<file path="config.mk">
export PLATFORM = sky130hd
export DESIGN_NAME = spmux_top
export DESIGN_NICKNAME = d
export VERILOG_FILES = /design/src/verilog/spmux_pkg.sv /design/src/verilog/spmux_top.sv
export SDC_FILE = /design/constraint.sdc
export NUM_CORES = 1
export LEC_CHECK = 0
export BUFFER_PORTS_ARGS = -buffer_cell sky130_fd_sc_hd__buf_2
export CAP_MARGIN = 20
export CORE_ASPECT_RATIO = 2
export CORE_MARGIN = 5
export CORE_UTILIZATION = 47
export CTS_CLUSTER_SIZE = 10
export DETAILED_ROUTE_END_ITERATION = 10
export PLACE_DENSITY = 0.84
export RECOVER_POWER = 100
export SYNTH_ARGS = -nofsm -noshare
export SYNTH_HDL_FRONTEND = slang
export SYNTH_SLANG_ARGS = --single-unit
</file>
<file path="constraint.sdc">
create_clock -name clk -period 2.8 [get_ports clk]
set_input_delay 0.56 -clock clk [delete_from_list [all_inputs] [get_ports clk]]
set_output_delay 0.56 -clock clk [all_outputs]
set_load 0.005 [all_outputs]
</file>
<file path="src/verilog/spmux_pkg.sv">
// Shared types and constants for the serial port pin multiplexer
package spmux_pkg;

   // One serial port's clock and frame pins, in this bit order
   typedef struct packed {
      logic rx_clock;
      logic tx_clock;
      logic rx_frame_sync;
      logic tx_frame_sync;
   } spmux_ctl_type;

   // Emulation and test pins that decide OFF mode
   typedef struct packed {
      logic test_resetn;
      logic emu_zero;
      logic emu_one_off;
   } spmux_emu_type;

   // Function of the shared port 2 pins, fixed at reset release
   typedef enum logic {
      SPMUX_UART_GPIO,
      SPMUX_PORT2
   } spmux_func_type;

   // Strap latch phase after reset
   typedef enum logic {
      SPMUX_PH_LATCH,
      SPMUX_PH_RUN
   } spmux_phase_type;

   localparam int NUM_PORTS = 3;
   localparam int NUM_SHARED = 4;
   // Shared pin positions
   localparam int SP_IDX_ZERO = 0;
   localparam int SP_IDX_ONE = 1;
   localparam int SP_IDX_TWO = 2;
   localparam int SP_IDX_THREE = 3;
   // Pins that float in OFF mode; port 1 receive clock does not
   localparam logic [3:0] OFF_CTL_PORT0 = 4'hf;
   localparam logic [3:0] OFF_CTL_PORT1 = 4'h7;
   localparam logic [2:0] OFF_TX_DATA = 3'h7;
   localparam logic [3:0] OFF_SHARED = 4'hf;
   // Reset values
   localparam logic [3:0] RST_SHARED_OUT = 4'h2;
   localparam logic UART_IDLE = 1'b1;
   localparam spmux_func_type RST_FUNC = SPMUX_UART_GPIO;

endpackage

</file>
<file path="src/verilog/spmux_top.sv">
// Pin multiplexer and reset pin states for the three serial ports
//
// Behaviour
// [RULE1] Shared pin zero: general pin three or tx clock
// [RULE2] Shared pin one: UART transmit or rx clock
// [RULE3] Shared pin two: general pin five or tx sync
// [RULE4] Function fixed at reset release from strap
// [RULE5] UART transmit drives one around reset; code sets its value to one but leaves it undriven until run
// [RULE6] Transmit data pins float until configured
// [RULE7] Port 0/1 clocks are inputs after reset
// [RULE8] Port 0/1 frame syncs inputs after reset
// [RULE9] General pins three, five start as inputs
// [RULE10] Port 2 clock and sync pins start inputs
// [RULE11] OFF mode pins float in emulation off; code floats all but the port 1 receive clock
// [RULE12] Reset tristate pins float during reset
// [RULE13] Port pins usable as general purpose
// [RULE14] Shared pin three: UART receive or rx sync
// [RULE15] Latched strap never changes after release
`timescale 1ns/1ps

module spmux_top (
   input wire logic clk,
   input wire logic resetn,
   input wire logic serial_config_strap,
   input wire spmux_pkg::spmux_emu_type emu_pins,
   input wire spmux_pkg::spmux_ctl_type [1:0] port_ctl_in,
   output spmux_pkg::spmux_ctl_type [1:0] port_ctl_out,
   output spmux_pkg::spmux_ctl_type [1:0] port_ctl_oe,
   output logic [2:0] port_tx_data_out,
   output logic [2:0] port_tx_data_oe,
   input wire logic [2:0] port_rx_data_in,
   input wire logic [3:0] shared_pin_in,
   output logic [3:0] shared_pin_out,
   output logic [3:0] shared_pin_oe,
   input wire spmux_pkg::spmux_ctl_type [2:0] eng_ctl_out,
   input wire spmux_pkg::spmux_ctl_type [2:0] eng_ctl_oe,
   output spmux_pkg::spmux_ctl_type [2:0] eng_ctl_in,
   input wire logic [2:0] eng_tx_data,
   input wire logic [2:0] eng_tx_data_en,
   output logic [2:0] eng_rx_data,
   input wire spmux_pkg::spmux_ctl_type [2:0] gp_ctl_sel,
   input wire spmux_pkg::spmux_ctl_type [2:0] gp_ctl_out,
   input wire spmux_pkg::spmux_ctl_type [2:0] gp_ctl_oe,
   input wire logic [2:0] gp_tx_data_sel,
   input wire logic [2:0] gp_tx_data_out,
   input wire logic [2:0] gp_tx_data_oe,
   input wire logic general_pin_three_out,
   input wire logic general_pin_three_oe,
   output logic general_pin_three_in,
   input wire logic general_pin_five_out,
   input wire logic general_pin_five_oe,
   output logic general_pin_five_in,
   input wire logic uart_tx_value,
   output logic uart_rx_value,
   output logic port2_selected
);

   localparam int ASYNC_W = 18;

   ////////////////////////////////////////////////////////////////////////////
   // Pin synchronisers

   logic [ASYNC_W-1:0] async_w;
   logic [ASYNC_W-1:0] meta_r;
   logic [ASYNC_W-1:0] meta_nxt;
   logic [ASYNC_W-1:0] sync_r;
   logic [ASYNC_W-1:0] sync_nxt;
   logic strap_meta_r;
   logic strap_sync_r;
   spmux_pkg::spmux_ctl_type [1:0] ctl_sync_w;
   logic [3:0] sp_sync_w;
   logic [2:0] dr_sync_w;
   spmux_pkg::spmux_emu_type emu_sync_w;
   logic off_w;

   assign async_w = {emu_pins, port_rx_data_in, shared_pin_in, port_ctl_in};

   // Second stage reads the first; only the second feeds logic
   always_comb begin
      meta_nxt = async_w;
      sync_nxt = meta_r;
   end

   always_ff @(posedge clk or negedge resetn) begin
      if (!resetn) begin
         meta_r <= '0;
         sync_r <= '0;
      end else begin
         meta_r <= meta_nxt;
         sync_r <= sync_nxt;
      end
   end

   // Strap chain has no reset so it keeps sampling while reset is low
   always_ff @(posedge clk) begin
      strap_meta_r <= serial_config_strap;
      strap_sync_r <= strap_meta_r;
   end

   assign ctl_sync_w = sync_r[7:0];
   assign sp_sync_w = sync_r[11:8];
   assign dr_sync_w = sync_r[14:12];
   assign emu_sync_w = sync_r[17:15];
   // Synced zeros after reset mean OFF mode is never entered falsely
   assign off_w = ~emu_sync_w.test_resetn & emu_sync_w.emu_zero & ~emu_sync_w.emu_one_off; // [RULE11]

   ////////////////////////////////////////////////////////////////////////////
   // Strap latch at reset release

   spmux_pkg::spmux_phase_type phase_r;
   spmux_pkg::spmux_phase_type phase_nxt;
   spmux_pkg::spmux_func_type func_r;
   spmux_pkg::spmux_func_type func_nxt;
   logic run_w;

   // First edge after release takes the strap level seen during reset
   always_comb begin
      phase_nxt = phase_r;
      func_nxt = func_r;
      case (phase_r)
         spmux_pkg::SPMUX_PH_LATCH: begin
            func_nxt = strap_sync_r ? spmux_pkg::SPMUX_PORT2 : spmux_pkg::SPMUX_UART_GPIO; // [RULE4]
            phase_nxt = spmux_pkg::SPMUX_PH_RUN;
         end
         spmux_pkg::SPMUX_PH_RUN: begin
            func_nxt = func_r; // [RULE15]
         end
         default: begin
            phase_nxt = spmux_pkg::SPMUX_PH_LATCH;
         end
      endcase
   end

   always_ff @(posedge clk or negedge resetn) begin
      if (!resetn) begin
         phase_r <= spmux_pkg::SPMUX_PH_LATCH;
         func_r <= spmux_pkg::RST_FUNC;
      end else begin
         phase_r <= phase_nxt;
         func_r <= func_nxt;
      end
   end

   assign run_w = (phase_r == spmux_pkg::SPMUX_PH_RUN);
   assign port2_selected = (func_r == spmux_pkg::SPMUX_PORT2);

   ////////////////////////////////////////////////////////////////////////////
   // Per-port engine or general purpose selection

   spmux_pkg::spmux_ctl_type [2:0] mux_out_w;
   spmux_pkg::spmux_ctl_type [2:0] mux_oe_w;
   logic [2:0] dx_out_w;
   logic [2:0] dx_oe_w;

   // Software may hand any clock, sync or transmit data pin to general purpose use
   for (genvar p = 0; p < spmux_pkg::NUM_PORTS; p++) begin : g_port
      assign mux_out_w[p] = (gp_ctl_sel[p] & gp_ctl_out[p]) | (~gp_ctl_sel[p] & eng_ctl_out[p]); // [RULE13]
      assign mux_oe_w[p] = (gp_ctl_sel[p] & gp_ctl_oe[p]) | (~gp_ctl_sel[p] & eng_ctl_oe[p]); // [RULE13]
      assign dx_out_w[p] = gp_tx_data_sel[p] ? gp_tx_data_out[p] : eng_tx_data[p];
      assign dx_oe_w[p] = gp_tx_data_sel[p] ? gp_tx_data_oe[p] : eng_tx_data_en[p]; // [RULE6]
   end

   ////////////////////////////////////////////////////////////////////////////
   // Pin drivers

   spmux_pkg::spmux_ctl_type [1:0] ctl_out_nxt;
   spmux_pkg::spmux_ctl_type [1:0] ctl_oe_nxt;
   logic [2:0] dx_out_nxt;
   logic [2:0] dx_oe_nxt;
   logic [3:0] sp_out_nxt;
   logic [3:0] sp_oe_nxt;
   logic [3:0] sp_oe_raw;

   // Every enable is held low in the latch cycle so all pins start as inputs
   always_comb begin
      ctl_out_nxt = mux_out_w[1:0];
      ctl_oe_nxt[0] = mux_oe_w[0] & ~({4{off_w}} & spmux_pkg::OFF_CTL_PORT0) & {4{run_w}}; // [RULE7]
      ctl_oe_nxt[1] = mux_oe_w[1] & ~({4{off_w}} & spmux_pkg::OFF_CTL_PORT1) & {4{run_w}}; // [RULE8]
      dx_out_nxt = dx_out_w;
      dx_oe_nxt = dx_oe_w & ~({3{off_w}} & spmux_pkg::OFF_TX_DATA) & {3{run_w}}; // [RULE6]
      sp_out_nxt = spmux_pkg::RST_SHARED_OUT;
      sp_oe_raw = '0;
      case (func_r)
         spmux_pkg::SPMUX_PORT2: begin
            sp_out_nxt[spmux_pkg::SP_IDX_ZERO] = mux_out_w[2].tx_clock; // [RULE1]
            sp_out_nxt[spmux_pkg::SP_IDX_ONE] = mux_out_w[2].rx_clock; // [RULE2]
            sp_out_nxt[spmux_pkg::SP_IDX_TWO] = mux_out_w[2].tx_frame_sync; // [RULE3]
            sp_out_nxt[spmux_pkg::SP_IDX_THREE] = mux_out_w[2].rx_frame_sync; // [RULE14]
            sp_oe_raw[spmux_pkg::SP_IDX_ZERO] = mux_oe_w[2].tx_clock; // [RULE10]
            sp_oe_raw[spmux_pkg::SP_IDX_ONE] = mux_oe_w[2].rx_clock; // [RULE10]
            sp_oe_raw[spmux_pkg::SP_IDX_TWO] = mux_oe_w[2].tx_frame_sync; // [RULE10]
            sp_oe_raw[spmux_pkg::SP_IDX_THREE] = mux_oe_w[2].rx_frame_sync; // [RULE10]
         end
         spmux_pkg::SPMUX_UART_GPIO: begin
            sp_out_nxt[spmux_pkg::SP_IDX_ZERO] = general_pin_three_out; // [RULE1]
            sp_out_nxt[spmux_pkg::SP_IDX_ONE] = run_w ? uart_tx_value : spmux_pkg::UART_IDLE; // [RULE5]
            sp_out_nxt[spmux_pkg::SP_IDX_TWO] = general_pin_five_out; // [RULE3]
            sp_oe_raw[spmux_pkg::SP_IDX_ZERO] = general_pin_three_oe; // [RULE9]
            sp_oe_raw[spmux_pkg::SP_IDX_ONE] = 1'b1; // [RULE2]
            sp_oe_raw[spmux_pkg::SP_IDX_TWO] = general_pin_five_oe; // [RULE9]
            sp_oe_raw[spmux_pkg::SP_IDX_THREE] = 1'b0; // [RULE14]
         end
         default: begin
            sp_oe_raw = '0;
         end
      endcase
      sp_oe_nxt = sp_oe_raw & ~({4{off_w}} & spmux_pkg::OFF_SHARED) & {4{run_w}}; // [RULE11]
   end

   // Asynchronous reset floats every driven pin while reset is low
   always_ff @(posedge clk or negedge resetn) begin
      if (!resetn) begin
         port_ctl_out <= '0;
         port_ctl_oe <= '0; // [RULE12]
         port_tx_data_out <= '0;
         port_tx_data_oe <= '0; // [RULE12]
         shared_pin_out <= spmux_pkg::RST_SHARED_OUT; // [RULE5]
         shared_pin_oe <= '0; // [RULE12]
      end else begin
         port_ctl_out <= ctl_out_nxt;
         port_ctl_oe <= ctl_oe_nxt;
         port_tx_data_out <= dx_out_nxt;
         port_tx_data_oe <= dx_oe_nxt;
         shared_pin_out <= sp_out_nxt;
         shared_pin_oe <= sp_oe_nxt;
      end
   end

   ////////////////////////////////////////////////////////////////////////////
   // Inputs returned to the engines

   spmux_pkg::spmux_ctl_type [2:0] eng_in_nxt;
   logic gp3_in_nxt;
   logic gp5_in_nxt;
   logic urx_nxt;
   logic port2_w;

   assign port2_w = (func_r == spmux_pkg::SPMUX_PORT2);

   // Deselected functions see a quiet level: zero, or idle high for UART
   always_comb begin
      eng_in_nxt[1:0] = ctl_sync_w;
      eng_in_nxt[2] = '0;
      gp3_in_nxt = 1'b0;
      gp5_in_nxt = 1'b0;
      urx_nxt = spmux_pkg::UART_IDLE;
      if (port2_w) begin
         eng_in_nxt[2].tx_clock = sp_sync_w[spmux_pkg::SP_IDX_ZERO];
         eng_in_nxt[2].rx_clock = sp_sync_w[spmux_pkg::SP_IDX_ONE];
         eng_in_nxt[2].tx_frame_sync = sp_sync_w[spmux_pkg::SP_IDX_TWO];
         eng_in_nxt[2].rx_frame_sync = sp_sync_w[spmux_pkg::SP_IDX_THREE]; // [RULE14]
      end else begin
         gp3_in_nxt = sp_sync_w[spmux_pkg::SP_IDX_ZERO];
         gp5_in_nxt = sp_sync_w[spmux_pkg::SP_IDX_TWO];
         urx_nxt = sp_sync_w[spmux_pkg::SP_IDX_THREE]; // [RULE14]
      end
   end

   always_ff @(posedge clk or negedge resetn) begin
      if (!resetn) begin
         eng_ctl_in <= '0;
         eng_rx_data <= '0;
         general_pin_three_in <= 1'b0;
         general_pin_five_in <= 1'b0;
         uart_rx_value <= spmux_pkg::UART_IDLE;
      end else begin
         eng_ctl_in <= eng_in_nxt;
         eng_rx_data <= dr_sync_w;
         general_pin_three_in <= gp3_in_nxt;
         general_pin_five_in <= gp5_in_nxt;
         uart_rx_value <= urx_nxt;
      end
   end
endmodule // spmux_top

</file>
==> results of run 1 <==
[cell families after synthesis]
group	Yosys count
DFF	88
muxes	31
buffers and inverters	6
other	1
and+or+nand+nor	24
AOI/OAI and AO/OA	8
[power by group through the flow]
| stage | combinational, uW | sequential (uW) | clock [uW] |
|---|---|---|---|
| finish | 216 | 1380 | 1170 |
| global route | 242 | 1390 | 1260 |
| CTS | 230 | 1380 | 1210 |
| detailed placement | 229 | 1400 | 0 |
| global placement | 221 | 1400 | 0 |
| floorplan | 66.9 | 1400 | 0 |
[state kept, by name, summed over array words and instances, names as in the netlist, 3 cells and up]
name,cells
port_ctl_oe,8
eng_ctl_in,12
port_tx_data_oe,3
port_ctl_out,8
port_tx_data_out,3
sync_r,18
shared_pin_oe,4
meta_r,18
eng_rx_data,3
shared_pin_out,4
[cell usage after synthesis, drive strengths merged]
| cell | number |
|---|---|
| dfstp | 2 |
| dfxtp | 2 |
| nor3b | 2 |
| or2 | 1 |
| mux2i | 19 |
| and2 | 4 |
| nor2 | 4 |
| a211oi | 3 |
| o21ai | 2 |
| inv | 2 |
| conb | 1 |
| nor2b | 2 |
| nor3 | 10 |
| dfrtp | 84 |
| nor4 | 1 |
| a21oi | 3 |
| mux2 | 12 |
| buf | 4 |
[per-layer routing]
layer  vias up  wire length [um]  global-route usage  share of wire
met5         -                 0                   0              0
met4         0               179              0.0955          0.030
met3        11               444              0.0417          0.075
met2        77              3300               0.275           0.56
met1       849              2020               0.184           0.34
li1        850                 -                   -              -
[metrics by stage]
| step | instances | instance area (um2) | util | setup WS, ns | hold slack (ns) |
|---|---|---|---|---|---|
| after detailed placement | 364 | 3550 | 0.622 | 1.34 | 0.313 |
| final | 380 | 3820 | 0.669 | 0.790 | 0.200 |
| after floorplan | 158 | 2760 | - | 1.74 | 0.264 |
| after global placement | 364 | 3550 | 0.622 | 1.39 | 0.313 |
| after CTS | 379 | 3860 | 0.676 | 1.03 | 0.320 |
| after global routing | 380 | 3820 | 0.669 | 0.543 | 0.208 |
[path summary, 6_finish.rpt]
path | startpoint | slack (ns) | endpoint | cells past startpoint
max | sync_r[17] | 0.79 | port_ctl_oe[6] | 2
min | resetn | 0.20 | meta_r[4] | 1
max reg2reg | sync_r[17] | 0.79 | port_ctl_oe[6] | 2
min reg2reg | strap_meta_r | 0.33 | strap_sync_r | 0
max in group asynchronous | resetn | 1.80 | shared_pin_out[1] | 2
min in group clk | strap_meta_r | 0.33 | strap_sync_r | 0
[cells in the final DEF, fill, tap and decap left out, drive strengths merged, types with 3 or more instances in the layout]
cell | synthesis | layout
buf | 4 | 108
dfrtp | 84 | 84
clkbuf | 0 | 53
mux2i | 19 | 19
mux2 | 12 | 12
nor3 | 10 | 10
nor2 | 4 | 4
and2 | 4 | 4
a21oi | 3 | 3
a211oi | 3 | 3
[cell type report]
cell class                      count  share of cell area
Clock buffer                       11              0.0662
Tap cell                           61              0.0200
Sequential cell                    88               0.575
Clock inverter                      4              0.0141
Multi-Input combinational cell     64               0.134
Inverter                            2             0.00197
Timing Repair Buffer              150               0.189
==> summary.md, run 1 <==
## Yosys
• Synth Cell Area: 2760 um2
• library cell with the largest summed area after synthesis: dfrtp_1
• top cell type's share of synthesized area: 0.761
• share of the synthesized netlist area taken by xor and xnor gates: 0
• Post-Syn Area per Cell: 17.5 um2
• basic-gate share of the synthesized area counting and, or, nand and nor cells: 0.0535
• Seq cells post-synth: 88
• largest cells by area after synthesis: dfrtp_1 (76%), mux2i_1 (6.9%), mux2_2 (4.9%)
• mux contribution to synthesized area: 0.118
• Mapped Nets: 259
• Synth Area in Compound Gates: 0.0172
• synthesized instance count: 158
• sequential cell area fraction in the yosys report: 0.795
• Ys Warns: 0
• distinct cell type count of the synthesized netlist: 21
• combinational family with the most area after synthesis: multiplexers
• post-synthesis adder-cell area fraction: 0

## Place
• routability-driven placement congestion ratio: 0.866
• # port buffers: 149
• Final HPWL DP: 4620 um

## Global routing
• maximum number of pins on one net before global-route repair: 87
• via count of the first global-routing pass: 1945
• aggregate global-route resource usage: 0.164
• wire length of the first global-routing pass: 9470 um
• antenna violations before repair: 0
• global route total overflow: 0

## Worst setup path
• slowest CP cell: nor3b_1
• Req. time, crit path: 2.93 ns
• worst path arrival time: 2.14 ns
• cell family with the largest share of critical-path delay: simple AND/OR/NAND/NOR gates
• maximum fanout along the worst path: 14
• cell-by-cell listing of the critical path: nor3b_1, nor3_1
• longest individual stage delay on the worst path: 1.32 ns
• kind of critical path: register to register
• launching element type of the critical path: register
• crit path buf inv count: 0
• kind of end point of the critical path: register

## Timing
• total count of hold-check failures in the final report: 0
• shortest period the worst path allows: 2.01 ns
• setup TNS after final layout: 0 ns
• # setup viols final: 0
• setup repair after global routing missed its margin: false
• Final period util: 0.718
• relative max-transition margin: -0.130
• maximum clock skew at final layout: 0.00623 ns
• count of pins over their slew limit: 15
• worst-margin pin slew: 1.69 ns
• Max Clock Freq: 498 MHz

## CTS
• Clk Latency, worst-skew pair: 0.32 ns
• Worst-path clk slew: 0.06 ns
• setup repair bufs after CTS: 0
• Post-CTS Hold Buffers: 0
• number of buffers created by CTS: 9
• clock root cell: clkbuf_16
• CTS tree: yes
• Resized cells post-CTS: 0
• total number of H-tree levels: 3
• Max Buffers Root-to-Sink: 2
• total clock sinks: 88

## Power
• leakage power figure: 0.00190 uW
• switching fraction of total power: 0.205
• total power draw: 2770 uW
• power density relative to cell area: 725 nW/um2
• power share of the combinational group: 0.078
• proportion of power drawn by flip-flops and latches: 0.498
• largest vdd supply drop: 0.852 mV
• clock network fraction of design power: 0.424
• total net switching power: 567 uW
• internal power of the cells: 2200 uW

## Detailed routing
• final routed DRC violation total: 0
• number of detailed-route iterations in the first pass: 4
• post-route antenna net violation count: 0
• average vias per placed instance: 4.70
• first-iteration detailed-routing DRC count: 46
• Routed WL per cell: 15.7 um
• routed wire length: 5950 um
• vias after detailed routing: 1787

## Outcome
• outcome: complete, but fails checks
• violations in the final reports: max-capacitance violations, max-slew violations

## Floorplan
• die boundary width: 64.2 um
• core area: 5710 um2
• die height: 118 um
• number of top-level pins: 150
• Placement Rows: 39
• area of the die: 7600 um2
• initial standard-cell utilization of the core: 0.484

## Layout
• Area Overhead vs Synth: 38.3%
• area taken by flip-flops and latches: 2190 um2
• final-stage net count: 416
• share of layout cells above drive strength 1: 0.436
• Antenna Diode Count: 0
• total of fill cells in the finished design: 453
• multi-input logic area: 513 um2

## Hold path
• worst hold path type: input port to asynchronous set/reset pin

## Flow run
• Max-Cap Viols: 1

No activity file was read; power rests on OpenSTA's default activity.
==> run 2: changes to the inputs <==
Settings changed: ABC_AREA set to 1, CORE_UTILIZATION 47 to 39, PLACE_DENSITY 0.84 to 0.74.
Clock period 2.8 ns to 1.6 ns, I/O delays scaled along.
==> summary.md, run 2 <==
## Outcome
• outcome: completed

## Layout
• biggest regs: meta_r (18), sync_r (18), eng_ctl_in (12)
• final-stage net count: 475, +14%
• leading cell type in the layout, fill and taps excluded: buf_2
• Antenna Diode Count: 0, unchanged
• Area Overhead vs Synth: 39.1%
• most used cells in the layout excluding fill and tap cells: buf_2 (99), dfrtp_1 (84), clkbuf_1 (49)
• share of layout cells above drive strength 1: 0.348, -0.0875
• fin cells: 469, +23%
• total of fill cells in the finished design: 617, +36%
• Layout Cell Area excl Fill: 3880 um2, +1.7%

## Worst setup path
• crit path buf inv count: 1, +1
• worst path arrival time: 1.15 ns, -0.99 ns
• kind of critical path: register to output port
• launching element type of the critical path: register
• cell-by-cell listing of the critical path: buf_2
• Worst Reg2Reg Path Length in Cells: 4, +2
• setup slack of the most critical reg-to-reg path: 0.36 ns, -0.43 ns
• maximum fanout along the worst path: 16, +2
• cell family with the largest share of critical-path delay: flip-flops
• Crit Reg-Reg Endpoint: port_ctl_oe[6]
• slowest CP cell: dfrtp_1
• RR Startpoint: sync_r[17]
• longest individual stage delay on the worst path: 0.62 ns, -0.70 ns
• Req. time, crit path: 1.28 ns, -1.65 ns
• kind of end point of the critical path: output port

## CTS
• clock root cell: clkbuf_16
• number of buffers created by CTS: 9, unchanged
• setup repair bufs after CTS: 0, unchanged
• CTS tree: yes
• Resized cells post-CTS: 0, unchanged
• Max Buffers Root-to-Sink: 2, unchanged
• Post-CTS Hold Buffers: 1, +1
• Clk Latency, worst-skew pair: 0.34 ns, +0.02 ns
• total clock sinks: 88, unchanged
• Worst-path clk slew: 0.06 ns, about the same
• total number of H-tree levels: 3, unchanged

## Floorplan
• initial standard-cell utilization of the core: 0.402, -0.0815
• Placement Rows: 43, +10%
• die height: 130 um, +9.5%
• core area: 6940 um2, +22%
• die boundary width: 69.8 um, +8.8%
• area of the die: 9050 um2, +19%
• number of top-level pins: 150, unchanged

## Yosys
• mux contribution to synthesized area: 0.0363, -0.0815
• number of enable-type register cells in the synthesized netlist: 0, unchanged
• top cell type's share of synthesized area: 0.753, -0.00819
• Mapped Nets: 314, +21%
• sequential cell area fraction in the yosys report: 0.786, -0.00855
• Synth Area in Compound Gates: 0.0444, +0.0272
• dominant cell by count in the synthesized netlist: dfrtp_1
• ranking of synthesized cells by instance count: dfrtp_1 (84), inv_1 (30), nor2_1 (27)
• Seq cells post-synth: 88, unchanged
• Primary FF master, synth: dfrtp_1
• share of the synthesized netlist area taken by xor and xnor gates: 0, unchanged
• synthesized instance count: 213, +35%
• library cell with the largest summed area after synthesis: dfrtp_1
• combinational family with the most area after synthesis: simple AND/OR/NAND/NOR gates
• basic-gate share of the synthesized area counting and, or, nand and nor cells: 0.0834, +0.0299
• Ys Warns: 0, unchanged
• async set or reset register ratio after synthesis: 0.977, unchanged
• distinct cell type count of the synthesized netlist: 15, -29%
• Synth Cell Area: 2790 um2, +1.1%
• largest cells by area after synthesis: dfrtp_1 (75%), inv_1 (4.0%), mux2_2 (3.6%)
• Post-Syn Area per Cell: 13.1 um2, -25%
• post-synthesis adder-cell area fraction: 0, unchanged

## Timing
• Hold Worst Slack: 0.0827 ns, -0.117 ns
• worst-margin pin slew: 0.573 ns, -1.12 ns
• Final period util: 0.917
• count of pins over their slew limit: 0, -15
• maximum clock skew at final layout: 0.00683 ns, +0.000595 ns
• setup TNS after final layout: 0 ns, unchanged
• setup repair after global routing missed its margin: false
• Max Clock Freq: 682 MHz
• shortest period the worst path allows: 1.47 ns
• total count of hold-check failures in the final report: 0, unchanged
• # setup viols final: 0, unchanged
• relative max-transition margin: 0.617, +0.747

## Global routing
• via count of the first global-routing pass: 2096, +7.8%
• aggregate global-route resource usage: 0.144, -0.0206
• global route total overflow: 0, unchanged
• antenna violations before repair: 0, unchanged
• maximum number of pins on one net before global-route repair: 40, -54%
• wire length of the first global-routing pass: 9770 um, +3.2%

## Place
• routability-driven placement congestion ratio: 0.743, -14%
• total placed cells including tap cells: 452, +24%
• # port buffers: 149, unchanged
• Final HPWL DP: 4740 um, +2.5%
• placed standard-cell area: 3660 um2, +3.0%

## Detailed routing
• routed wire length: 6100 um, +2.5%
• number of detailed-route iterations in the first pass: 4, unchanged
• first-iteration detailed-routing DRC count: 124, +170%
• Routed WL per cell: 13.0 um, -17%
• post-route antenna net violation count: 0, unchanged
• vias after detailed routing: 2021, +13%
• final routed DRC violation total: 0, unchanged
• average vias per placed instance: 4.31, -8.4%

## Hold path
• worst hold path type: input port to register
• hold_sp: serial_config_strap
• hold endpoint: strap_meta_r
• number of cells on the worst hold path: 1

## Power
• largest vdd supply drop: 0.693 mV, -19%
• power density relative to cell area: 1230 nW/um2, +70%
• leakage power figure: 0.00203 uW, +7.0%

## Flow run
• Max-Cap Viols: 0, -1

## run 2: changes by cell type in the layout (fill, tap and decap cells not counted), sizes merged, moves of 10 or more
cell   change
a21oi     +12
nand2     +27
mux2i     -19
nor2      +23
nor3      -10
inv       +33
## run 2: per-layer routing
| metal | vias up | share of wire | GRT usage |
|---|---|---|---|
| li1 | 972 | - | - |
| met1 | 954 | 0.34 | 0.148 |
| met2 | 85 | 0.57 | 0.254 |
| met3 | 10 | 0.075 | 0.0505 |
| met4 | 0 | 0.023 | 0.0745 |
| met5 | - | 0 | 0 |
## run 2: cell families after synthesis
| logic type | after synthesis |
|---|---|
| flip-flops | 88 |
| AND/OR/NAND/NOR | 59 |
| buffers and inverters | 32 |
| AO/OA/AOI/OAI | 24 |
| multiplexers | 9 |
| other | 1 |
## run 2: final cells by class
| type | count | area, um2 | area share |
|---|---|---|---|
| Clock buffer | 9 | 225 | 0.0580 |
| Tap cell | 90 | 113 | 0.0290 |
| Inverter | 30 | 113 | 0.0290 |
| Multi-Input combinational cell | 93 | 459 | 0.118 |
| Clock inverter | 7 | 70.1 | 0.0180 |
| Sequential cell | 88 | 2190 | 0.565 |
| Timing Repair Buffer | 152 | 709 | 0.183 |
## run 2: per-stage QoR
step / total power [uW] / setup slack (ns) / utilization
finish: 4800 / 0.133 / 0.560
floorplan: 2560 / 0.731 / -
global placement: 2830 / 0.439 / 0.527
detailed placement: 2850 / 0.418 / 0.527
CTS: 4890 / 0.102 / 0.571
global route: 5020 / 0.00738 / 0.560
## run 2: how the worst max path moves through the flow
stage,startpoint,endpoint,cells after the start
CTS,port2_selected,port2_selected,1
floorplan,sync_r[17],port_ctl_oe[0],5
global route,port2_selected,port2_selected,1
detailed placement,port2_selected,shared_pin_oe[1],3
finish,port2_selected,port2_selected,1
global placement,port2_selected,shared_pin_oe[1],3
## run 2: report_power, final
part / switching, uW / total (uW) / internal (uW)
clock network: 917 / 2020 / 1100
logic: 193 / 372 / 180
registers: 43.6 / 2400 / 2360
